--- src/tir_defines.svh ---
// Register offsets, field positions and reset values of the timer/IR bank.
// Assumes byte addressing on a 32-bit AXI4-Lite bus, one word per register.
`ifndef TIR_DEFINES_SVH
`define TIR_DEFINES_SVH
`define TIR_ADDR_W 6
`define TIR_OFS_SCALE 6'h00
`define TIR_OFS_PDN 6'h04
`define TIR_OFS_ODN 6'h08
`define TIR_OFS_PUN 6'h0C
`define TIR_OFS_WDM 6'h10
`define TIR_OFS_MASK 6'h14
`define TIR_OFS_T1 6'h18
`define TIR_OFS_T2 6'h1C
`define TIR_OFS_STAT 6'h20
`define TIR_OFS_CTL 6'h24
`define TIR_OFS_T3 6'h28
`define TIR_OFS_HIGH 6'h2C
`define TIR_OFS_LOW 6'h30
`define TIR_BIT_T3SE 7
`define TIR_POS_T3SS 4
`define TIR_BIT_MODEN 3
`define TIR_BIT_HF 2
`define TIR_BIT_LGP 1
`define TIR_BIT_PINSEL 0
`define TIR_BIT_WATCHDOG_ENABLE 7
`define TIR_BIT_EIS 6
`define TIR_BIT_CONVERSION_IRQ_ENABLE 5
`define TIR_BIT_COMPARATOR_IRQ_ENABLE 4
`define TIR_BIT_WATCHDOG_PRESCALE_ENABLE 3
`define TIR_POS_PSW 0
`define TIR_BIT_GIE 0
`define TIR_BIT_CLK4 1
`define TIR_BIT_T2HBE 2
`define TIR_FLG_LOW 7
`define TIR_FLG_HIGH 6
`define TIR_FLG_T3 5
`define TIR_FLG_T2 4
`define TIR_FLG_T1 3
`define TIR_FLG_EXT 2
`define TIR_FLG_PCHG 1
`define TIR_FLG_MAIN 0
`define TIR_RST_CTRL 8'h00
`define TIR_RST_PAD 8'hFF
`define TIR_RESP_OKAY 2'h0
`define TIR_RESP_SLVERR 2'h2
`endif

--- src/tir_pkg.sv ---
// Types shared by the timer/IR register bank.
// Assumes nothing beyond the defines header.
package tir_pkg;
   typedef struct packed {
      logic [7:0] pulldownN;
      logic [7:0] openDrainN;
      logic [7:0] pullupN;
   } tir_pad_t;
   typedef enum logic [3:0] {
      MOD_IDLE = 4'b0001,
      MOD_LOW = 4'b0010,
      MOD_HIGH = 4'b0100,
      MOD_DONE = 4'b1000
   } tir_mod_state_t;
endpackage

--- src/tir_regs.sv ---
// Timer, IR/PWM modulator, pad and interrupt-mask register bank.
// Assumes a synchronous AXI4-Lite master and pin inputs synchronous to mclk.
//
// How it works
// - Scale enable off gives timer three 1:1
// - Scale select divides by two to code+1
// - Modulator off: output high, plain counter
// - HF mode: timer three counts low segments
// - PWM: high and low timers shape output
// - IR mode fills low segments with carrier
// - Long pulse ignores high time, single pulse
// - Pin select routes modulator to port6 bit7
// - Port5 pull-down controls are active low
// - Port6 open-drain controls are active low
// - Port5 pull-up controls are active low
// - Watchdog enable bit turns watchdog on
// - Ext select makes port6 bit0 interrupt input
// - Ext path blocked when select off; pin readable
// - Conversion and comparator interrupt enables
// - Watchdog prescaler 1:1 or 1:2 to 1:256
// - Mask register gates each flag source; conversion and comparator bypass it
// - Global enable set and cleared by software
// - Timer one 8-bit, read/write, reset clears
// - Timer one counts per instruction tick
// - Timer two low byte 8-bit, reset clears
// - Overflows set sticky flags; software clears
// - Status read returns flags AND mask
// - High-byte enable makes timer two 16-bit
//
// The address map and register access over AXI4-Lite are this design's own decisions.
`timescale 1ns/1ps
`default_nettype none
`include "tir_defines.svh"
module tir_regs
   import tir_pkg::*;
(
   input wire logic mclk,
   input wire logic rst_b,
   input wire logic [`TIR_ADDR_W-1:0] awaddr,
   input wire logic awvalid,
   output logic awready,
   input wire logic [31:0] wdata,
   input wire logic [3:0] wstrb,
   input wire logic wvalid,
   output logic wready,
   output logic [1:0] bresp,
   output logic bvalid,
   input wire logic bready,
   input wire logic [`TIR_ADDR_W-1:0] araddr,
   input wire logic arvalid,
   output logic arready,
   output logic [31:0] rdata,
   output logic [1:0] rresp,
   output logic rvalid,
   input wire logic rready,
   input wire logic mainTimerOvf,
   input wire logic [7:0] port5In,
   input wire logic convDone,
   input wire logic cmpChange,
   input wire logic wdtTick,
   input wire logic p67GpioOut,
   input wire logic p67GpioOe,
   input wire logic p67In,
   input wire logic p60In,
   output logic p67Out,
   output logic p67Oe,
   output logic p60Read,
   output tir_pad_t padCtl,
   output logic watchdogEnable,
   output logic wdtScaledTick,
   output logic irq
);
   ////////////////////////////////////////////////////////////////////////////
   logic [7:0] scaleQ, wdmQ, maskQ, ctlQ, flagQ, highQ, lowQ;
   logic [7:0] t1Q, t2Q, t2hQ, t3Q, t3PreQ, wdPreQ, modCntQ;
   logic [7:0] p5Q, flagSet, wrByte;
   logic [`TIR_ADDR_W-1:0] awAddrQ;
   logic [31:0] wDataQ;
   logic [3:0] wStrbQ;
   logic awReadyQ, wReadyQ, bValidQ, arReadyQ, rValidQ, doWr, wrOk;
   logic instrPhQ, instrTick, t3Base, t3Tick, p60Q, carrierQ, modOutQ;
   logic t1Wr, t2Wr, t3Wr, stWr, rdOk;
   logic [31:0] rdMux;
   tir_mod_state_t modQ;

   // Divide by 2^(code+1) when enabled: fires when low code+1 bits all set
   function automatic logic scaleHit(input logic en, input logic [2:0] sel,
                                     input logic [7:0] cnt);
      logic [7:0] m;
      m = 8'hFF >> (3'h7 - sel);
      return !en || ((cnt & m) == m);
   endfunction

   ////////////////////////////////////////////////////////////////////////////
   // AXI4-Lite write: address and data taken in any order, reply follows both
   assign doWr = !awReadyQ && !wReadyQ && !bValidQ;
   assign wrByte = wDataQ[7:0];
   always_ff @(posedge mclk) begin
      if (!rst_b) begin
         awReadyQ <= 1'b1;
         wReadyQ <= 1'b1;
         bValidQ <= 1'b0;
         bresp <= `TIR_RESP_OKAY;
         awAddrQ <= '0;
         wDataQ <= '0;
         wStrbQ <= '0;
      end else begin
         if (awvalid && awReadyQ) begin
            awReadyQ <= 1'b0;
            awAddrQ <= awaddr;
         end
         if (wvalid && wReadyQ) begin
            wReadyQ <= 1'b0;
            wDataQ <= wdata;
            wStrbQ <= wstrb;
         end
         if (doWr) begin
            bValidQ <= 1'b1;
            bresp <= wrOk ? `TIR_RESP_OKAY : `TIR_RESP_SLVERR;
         end else if (bValidQ && bready) begin
            bValidQ <= 1'b0;
            awReadyQ <= 1'b1;
            wReadyQ <= 1'b1;
         end
      end
   end
   assign awready = awReadyQ;
   assign wready = wReadyQ;
   assign bvalid = bValidQ;

   // Only byte lane 0 carries a register; other lanes are dropped
   always_comb begin
      wrOk = (awAddrQ[1:0] == 2'h0) && (awAddrQ <= `TIR_OFS_LOW);
   end
   assign t1Wr = doWr && wrOk && wStrbQ[0] && awAddrQ == `TIR_OFS_T1;
   assign t2Wr = doWr && wrOk && wStrbQ[0] && awAddrQ == `TIR_OFS_T2;
   assign t3Wr = doWr && wrOk && wStrbQ[0] && awAddrQ == `TIR_OFS_T3;
   assign stWr = doWr && wrOk && wStrbQ[0] && awAddrQ == `TIR_OFS_STAT;

   ////////////////////////////////////////////////////////////////////////////
   // Plain control registers: 8 bits, read back as written, except CTL, which keeps only bits 2:0
   always_ff @(posedge mclk) begin
      if (!rst_b) begin
         scaleQ <= `TIR_RST_CTRL;
         padCtl <= {3{`TIR_RST_PAD}};
         wdmQ <= `TIR_RST_CTRL;
         maskQ <= `TIR_RST_CTRL;
         ctlQ <= `TIR_RST_CTRL;
         highQ <= `TIR_RST_CTRL;
         lowQ <= `TIR_RST_CTRL;
      end else if (doWr && wrOk && wStrbQ[0]) begin
         if (awAddrQ == `TIR_OFS_SCALE) begin
            scaleQ <= wrByte;
         end else if (awAddrQ == `TIR_OFS_PDN) begin
            padCtl.pulldownN <= wrByte;
         end else if (awAddrQ == `TIR_OFS_ODN) begin
            padCtl.openDrainN <= wrByte;
         end else if (awAddrQ == `TIR_OFS_PUN) begin
            padCtl.pullupN <= wrByte;
         end else if (awAddrQ == `TIR_OFS_WDM) begin
            wdmQ <= wrByte;
         end else if (awAddrQ == `TIR_OFS_MASK) begin
            maskQ <= wrByte;
         end else if (awAddrQ == `TIR_OFS_CTL) begin
            ctlQ <= {5'h00, wrByte[2:0]};
         end else if (awAddrQ == `TIR_OFS_HIGH) begin
            highQ <= wrByte;
         end else if (awAddrQ == `TIR_OFS_LOW) begin
            lowQ <= wrByte;
         end
      end
   end

   ////////////////////////////////////////////////////////////////////////////
   // AXI4-Lite read: one cycle from address taken to data valid
   always_comb begin
      rdOk = (araddr[1:0] == 2'h0) && (araddr <= `TIR_OFS_LOW);
      rdMux = 32'h0000_0000;
      if (araddr == `TIR_OFS_SCALE) begin
         rdMux[7:0] = scaleQ;
      end else if (araddr == `TIR_OFS_PDN) begin
         rdMux[7:0] = padCtl.pulldownN;
      end else if (araddr == `TIR_OFS_ODN) begin
         rdMux[7:0] = padCtl.openDrainN;
      end else if (araddr == `TIR_OFS_PUN) begin
         rdMux[7:0] = padCtl.pullupN;
      end else if (araddr == `TIR_OFS_WDM) begin
         rdMux[7:0] = wdmQ;
      end else if (araddr == `TIR_OFS_MASK) begin
         rdMux[7:0] = maskQ;
      end else if (araddr == `TIR_OFS_T1) begin
         rdMux[7:0] = t1Q;
      end else if (araddr == `TIR_OFS_T2) begin
         rdMux[7:0] = t2Q;
      end else if (araddr == `TIR_OFS_STAT) begin
         rdMux[7:0] = flagQ & maskQ;
      end else if (araddr == `TIR_OFS_CTL) begin
         rdMux[7:0] = ctlQ;
      end else if (araddr == `TIR_OFS_T3) begin
         rdMux[7:0] = t3Q;
      end else if (araddr == `TIR_OFS_HIGH) begin
         rdMux[7:0] = highQ;
      end else if (araddr == `TIR_OFS_LOW) begin
         rdMux[7:0] = lowQ;
      end
   end
   always_ff @(posedge mclk) begin
      if (!rst_b) begin
         arReadyQ <= 1'b1;
         rValidQ <= 1'b0;
         rdata <= 32'h0000_0000;
         rresp <= `TIR_RESP_OKAY;
      end else if (arvalid && arReadyQ) begin
         arReadyQ <= 1'b0;
         rValidQ <= 1'b1;
         rdata <= rdMux;
         rresp <= rdOk ? `TIR_RESP_OKAY : `TIR_RESP_SLVERR;
      end else if (rValidQ && rready) begin
         rValidQ <= 1'b0;
         arReadyQ <= 1'b1;
      end
   end
   assign arready = arReadyQ;
   assign rvalid = rValidQ;

   ////////////////////////////////////////////////////////////////////////////
   // Instruction tick: every mclk in two-clock option, every other in four
   always_ff @(posedge mclk) begin
      if (!rst_b) begin
         instrPhQ <= 1'b0;
      end else begin
         instrPhQ <= !instrPhQ;
      end
   end
   assign instrTick = !ctlQ[`TIR_BIT_CLK4] || instrPhQ;

   // Timer one and two: writes win over counting
   always_ff @(posedge mclk) begin
      if (!rst_b) begin
         t1Q <= 8'h00;
         t2Q <= 8'h00;
         t2hQ <= 8'h00;
      end else begin
         if (t1Wr) begin
            t1Q <= wrByte;
         end else if (instrTick) begin
            t1Q <= t1Q + 8'h01;
         end
         if (t2Wr) begin
            t2Q <= wrByte;
         end else if (instrTick) begin
            t2Q <= t2Q + 8'h01;
         end
         if (!ctlQ[`TIR_BIT_T2HBE]) begin
            t2hQ <= 8'h00;
         end else if (instrTick && t2Q == 8'hFF) begin
            t2hQ <= t2hQ + 8'h01;
         end
      end
   end

   ////////////////////////////////////////////////////////////////////////////
   // Timer three: in IR mode it only runs inside low segments
   assign t3Base = instrTick && (!(scaleQ[`TIR_BIT_MODEN] &&
      scaleQ[`TIR_BIT_HF]) || modQ == MOD_LOW);
   assign t3Tick = t3Base && scaleHit(scaleQ[`TIR_BIT_T3SE],
      scaleQ[`TIR_POS_T3SS+:3], t3PreQ);
   always_ff @(posedge mclk) begin
      if (!rst_b) begin
         t3PreQ <= 8'h00;
         t3Q <= 8'h00;
         carrierQ <= 1'b0;
      end else begin
         if (t3Base) begin
            t3PreQ <= t3PreQ + 8'h01;
         end
         if (t3Wr) begin
            t3Q <= wrByte;
         end else if (t3Tick) begin
            t3Q <= t3Q + 8'h01;
         end
         // Carrier half period is one timer-three wrap
         if (modQ != MOD_LOW) begin
            carrierQ <= 1'b0;
         end else if (t3Tick && t3Q == 8'hFF) begin
            carrierQ <= !carrierQ;
         end
      end
   end

   ////////////////////////////////////////////////////////////////////////////
   // Modulator: low segment then high segment, one tick per count
   always_ff @(posedge mclk) begin
      if (!rst_b) begin
         modQ <= MOD_IDLE;
         modCntQ <= 8'h00;
      end else if (!scaleQ[`TIR_BIT_MODEN]) begin
         modQ <= MOD_IDLE;
      end else begin
         case (modQ)
            MOD_IDLE: begin
               modQ <= MOD_LOW;
               modCntQ <= lowQ;
            end
            MOD_LOW: begin
               if (instrTick && modCntQ == 8'h00) begin
                  modQ <= scaleQ[`TIR_BIT_LGP] ? MOD_DONE : MOD_HIGH;
                  modCntQ <= highQ;
               end else if (instrTick) begin
                  modCntQ <= modCntQ - 8'h01;
               end
            end
            MOD_HIGH: begin
               if (instrTick && modCntQ == 8'h00) begin
                  modQ <= MOD_LOW;
                  modCntQ <= lowQ;
               end else if (instrTick) begin
                  modCntQ <= modCntQ - 8'h01;
               end
            end
            default: begin
               modQ <= MOD_DONE;
            end
         endcase
      end
   end

   // IR mode fills low with carrier; PWM mode drives it solid low
   always_ff @(posedge mclk) begin
      if (!rst_b) begin
         modOutQ <= 1'b1;
      end else if (modQ == MOD_LOW) begin
         modOutQ <= scaleQ[`TIR_BIT_HF] ? carrierQ : 1'b0;
      end else begin
         modOutQ <= 1'b1;
      end
   end

   ////////////////////////////////////////////////////////////////////////////
   // Pins; port6 bit7 is forced to output by the pin select, else follows p67GpioOe
   always_ff @(posedge mclk) begin
      if (!rst_b) begin
         p67Out <= 1'b0;
         p67Oe <= 1'b0;
         p60Read <= 1'b0;
         p60Q <= 1'b1;
         // Seeded from the pins so that leaving reset shows no false change
         p5Q <= port5In;
      end else begin
         p67Out <= scaleQ[`TIR_BIT_PINSEL] ? modOutQ : p67GpioOut;
         p67Oe <= scaleQ[`TIR_BIT_PINSEL] || p67GpioOe;
         p60Read <= p60In;
         p60Q <= p60In;
         p5Q <= port5In;
      end
   end

   ////////////////////////////////////////////////////////////////////////////
   // Sticky flags: hardware set wins over a software clear in one cycle
   always_comb begin
      flagSet = 8'h00;
      flagSet[`TIR_FLG_LOW] = modQ == MOD_LOW && instrTick && modCntQ == 8'h00;
      flagSet[`TIR_FLG_HIGH] = modQ == MOD_HIGH && instrTick &&
         modCntQ == 8'h00;
      flagSet[`TIR_FLG_T3] = t3Tick && !t3Wr && t3Q == 8'hFF;
      flagSet[`TIR_FLG_T2] = instrTick && !t2Wr && t2Q == 8'hFF &&
         (!ctlQ[`TIR_BIT_T2HBE] || t2hQ == 8'hFF);
      flagSet[`TIR_FLG_T1] = instrTick && !t1Wr && t1Q == 8'hFF;
      flagSet[`TIR_FLG_EXT] = wdmQ[`TIR_BIT_EIS] && p60Q && !p60In;
      flagSet[`TIR_FLG_PCHG] = p5Q != port5In;
      flagSet[`TIR_FLG_MAIN] = mainTimerOvf;
   end
   always_ff @(posedge mclk) begin
      if (!rst_b) begin
         flagQ <= 8'h00;
      end else if (stWr) begin
         flagQ <= (flagQ & wrByte) | flagSet;
      end else begin
         flagQ <= flagQ | flagSet;
      end
   end

   // Request: masked flags or enabled side sources, under global enable
   always_ff @(posedge mclk) begin
      if (!rst_b) begin
         irq <= 1'b0;
      end else begin
         irq <= ctlQ[`TIR_BIT_GIE] && (|(flagQ & maskQ) ||
            (convDone && wdmQ[`TIR_BIT_CONVERSION_IRQ_ENABLE]) ||
            (cmpChange && wdmQ[`TIR_BIT_COMPARATOR_IRQ_ENABLE]));
      end
   end

   ////////////////////////////////////////////////////////////////////////////
   // Watchdog enable and prescaled tick towards the watchdog counter
   always_ff @(posedge mclk) begin
      if (!rst_b) begin
         wdPreQ <= 8'h00;
         wdtScaledTick <= 1'b0;
         watchdogEnable <= 1'b0;
      end else begin
         watchdogEnable <= wdmQ[`TIR_BIT_WATCHDOG_ENABLE];
         wdtScaledTick <= wdtTick && wdmQ[`TIR_BIT_WATCHDOG_ENABLE] &&
            scaleHit(wdmQ[`TIR_BIT_WATCHDOG_PRESCALE_ENABLE], wdmQ[`TIR_POS_PSW+:3], wdPreQ);
         if (wdtTick) begin
            wdPreQ <= wdPreQ + 8'h01;
         end
      end
   end
endmodule // tir_regs
`default_nettype wire

--- config.mk ---
export PLATFORM = sky130hd
export DESIGN_NAME = tir_regs
export DESIGN_NICKNAME = d
export VERILOG_FILES = /design/src/tir_pkg.sv /design/src/tir_regs.sv
export VERILOG_INCLUDE_DIRS = /design/src
export SDC_FILE = /design/constraint.sdc
export NUM_CORES = 1
export LEC_CHECK = 0
export BUFFER_PORTS_ARGS = -buffer_cell sky130_fd_sc_hd__buf_2
export CORE_MARGIN = 8
export CORE_UTILIZATION = 50
export CTS_BUF_LIST = sky130_fd_sc_hd__clkbuf_2
export CTS_CLUSTER_DIAMETER = 120
export DETAILED_ROUTE_END_ITERATION = 10
export PLACE_DENSITY = 0.79
export SKIP_LAST_GASP = 1
export SYNTH_ARGS = -nofsm -noshare
export SYNTH_HDL_FRONTEND = slang
export SYNTH_SLANG_ARGS = --single-unit
--- constraint.sdc ---
create_clock -name mclk -period 5.1 [get_ports mclk]
set_input_delay 1.275 -clock mclk [delete_from_list [all_inputs] [get_ports mclk]]
set_output_delay 1.275 -clock mclk [all_outputs]
set_load 0.02 [all_outputs]
==> flow_metrics.py <==
metrics = {
    "run_status": {
        "outcome": "complete, no violations",
    },
    "power": {
        "power.leakage_uw": 0.00374,
        "ir_worst_vdd_uv": 229,
        "pwr_density_cell_nw_per_um2": 255,
    },
    "sta": {
        "fin_skew_ns": 0.0396,
        "slew_headroom_pct": 36.4,
        "grt_setup_unrepaired": "no",
        "worstMarginPinSlew_ns": 0.950,
        "fin_tns_setup_ns": 0,
        "max_freq_mhz": 343,
        "slew_violations": 0,
        "min_period_ns": 2.92,
        "hold_slack_ns": 0.461,
        "fin_crit_sh_pct": 57.2,
        "finalHoldViolCount": 0,
        "setup_violations": 0,
    },
    "worst_setup_path": {
        "path_max_fanout": 14,
        "crit_chain": "buf_2",
        "worst_setup_path_end_kind": "output pin",
        "path_class": "reg2out",
        "start_kind": "flip-flop",
        "worst_ep_arrival_time_ns": 1.64,
        "crit_family": "flip-flops",
        "cp_num_buf_inv": 1,
        "worst_path_max_delay_cell": "dfxtp_1",
        "r2r_setup_slack_ns": 2.52,
        "cpPeakStageDelay_ns": 0.62,
        "cp.required_ns": 3.83,
    },
    "detailed_routing": {
        "drc": 0,
        "drt_iter0_markers": 775,
        "ant_nets": 0,
        "avgRoutedWirePerCell_um": 18.3,
        "routed_wl_mm": 24.9,
        "dr.pass1.iters": 6,
        "viasPerCell": 6.01,
        "route.vias.total": 8158,
    },
    "clock_network": {
        "cts_buffer_depth": 2,
        "cts_resized": 0,
        "clock_sinks": 183,
        "cts_hold_buf": 0,
        "clk_pin_slew_ns": 0.27,
        "cts_tree": "done",
        "clk_latency_ns": 0.79,
        "htreeDepth": 4,
        "cts_setup_buffers": 0,
        "cts_made_buffers": 17,
        "clockRootBuffer": "clkbuf_2",
    },
    "floorplan": {
        "start_util_pct": 50.5,
        "rows": 49,
        "coreArea_um2": 17800,
        "die_y_um": 150,
        "design.die.area_um2": 22500,
        "die_w_um": 150,
        "ios": 142,
    },
    "layout": {
        "largest_register_ffs": 24,
        "area_growth_pct": 7.01,
        "top_register": "padCtl",
        "final_nets": 1191,
        "drive_gt1_share_pct": 14.2,
    },
    "synth": {
        "synth_seq_area_share_pct": 40.8,
        "synth-async-reset-ratio_pct": 0,
        "syn-cell-area_um2": 8980,
        "syn_inst": 1066,
        "ys_types": 80,
        "synth-edff-count": 0,
        "yosys_warnings": 0,
        "synth_flop_cell": "dfxtp_1",
        "avgSynthCellArea_um2": 8.43,
        "ys_ff_latch": 183,
    },
    "global_routing": {
        "overflow": 0,
        "grt_max_degree": 110,
        "grt_pass1_wl_mm": 39.5,
        "grt_usage_pct": 22.0,
        "grt_pass1_vias": 7491,
        "antenna_found_initial": 0,
    },
    "place": {
        "dp_hpwl_mm": 17.4,
        "gp_congestion": 0.935,
        "port-buffer-count": 87,
    },
    "run": {
        "drv_cap": 0,
    },
    "worst_hold_path": {
        "hold_path_class": "reg2reg",
    },
}
where the power goes:
part	leakage, uW	internal, uW	switching (uW)	total [uW]
registers	0.00149	1470	53.6	1520
logic	0.00213	74.8	145	220
clock network	0.000128	154	554	708
layout by cell type (no fill, tap or decap), types with 6 or more instances in the layout:
cell type,Yosys,final
o22ai_1,8,8
nand3b_1,6,6
a21oi_1,87,87
nand2_1,139,139
mux2i_1,52,52
nor3_1,11,10
xnor2_1,19,19
buf_4,28,7
o21ai_0,55,55
or3_1,7,7
ha_1,7,7
a211oi_1,14,14
inv_1,11,11
nand2b_1,17,17
conb_1,1,26
and3_1,8,8
buf_2,6,87
nor4_1,8,8
a22oi_1,17,17
xor2_1,33,33
dfxtp_1,183,183
a31oi_1,17,17
a311oi_1,8,8
clkbuf_2,0,18
nand4_1,20,20
and2_1,8,8
nor2_1,80,80
nand3_1,71,71
final timing paths:
path	start	end	cells after the start
setup / recovery	wready	wready	1
hold / removal	instrPhQ	instrPhQ	1
setup reg to reg	wready	padCtl[6]	7
hold reg to reg	instrPhQ	instrPhQ	1
through the flow:
step / std cells / setup slack (ns) / util (%) / instance area [um2] / power (uW)
after floorplan: 1091 / 2.25 / - / 9080 / 1700
after global placement: 1323 / 1.69 / 52.8 / 9390 / 1750
after detailed placement: 1323 / 1.67 / 52.8 / 9390 / 1760
after CTS: 1355 / 2.13 / 54.0 / 9610 / 2450
after global routing: 1355 / 2.05 / 54.0 / 9610 / 2550
final: 1357 / 2.18 / 54.1 / 9610 / 2450
synthesized netlist by cell type, drive strengths merged, types with 12 or more instances:
library cell / number / area share (%)
dfxtp: 183 / 41
nand2: 139 / 5.8
a21oi: 87 / 4.8
nor2: 81 / 3.4
nand3: 74 / 4.4
o21ai: 55 / 3.1
mux2i: 52 / 5.8
clkbuf: 48 / 2.3
buf: 44 / 3.2
xor2: 33 / 3.2
nand4: 21 / 1.5
xnor2: 19 / 1.9
a31oi: 18 / 1.4
a22oi: 17 / 1.4
nand2b: 17 / 1.2
nor3: 15 / 1.1
a211oi: 14 / 1.2
inv: 12 / 0.50
kinds of logic (layout without fill, tap and decap cells):
family                     Yosys count  count (layout)  share of synthesized area, %
other                                1              28                        0.0417
AOI/OAI and AO/OA                  253             253                          17.7
adders and majority gates            7               7                         0.975
xor gates and xnor gates            52              52                          5.07
DFF                                183             183                          40.8
buffers and inverters              105             140                          6.06
and+or+nand+nor                    409             409                          22.8
muxes                               56              56                          6.55
layout make-up:
| type | count | area, um2 |
|---|---|---|
| clock buffer | 18 | 90.1 |
| multi-input combinational | 803 | 4880 |
| tap | 229 | 287 |
| sequential | 183 | 3660 |
| antenna | 2 | 5.00 |
| clock inverter | 14 | 130 |
| timing repair buffer | 95 | 508 |
| inverter | 13 | 50.0 |
| fill | 1670 | 8170 |
layer usage:
metal / up-vias / track usage [%] / part of all wire (%)
li1: 3879 / - / -
met1: 3855 / 29.4 / 43
met2: 378 / 34.9 / 45
met3: 46 / 5.02 / 9.0
met4: 0 / 6.55 / 2.2
met5: - / 0 / 0
Power figures use the tool's default switching activity.
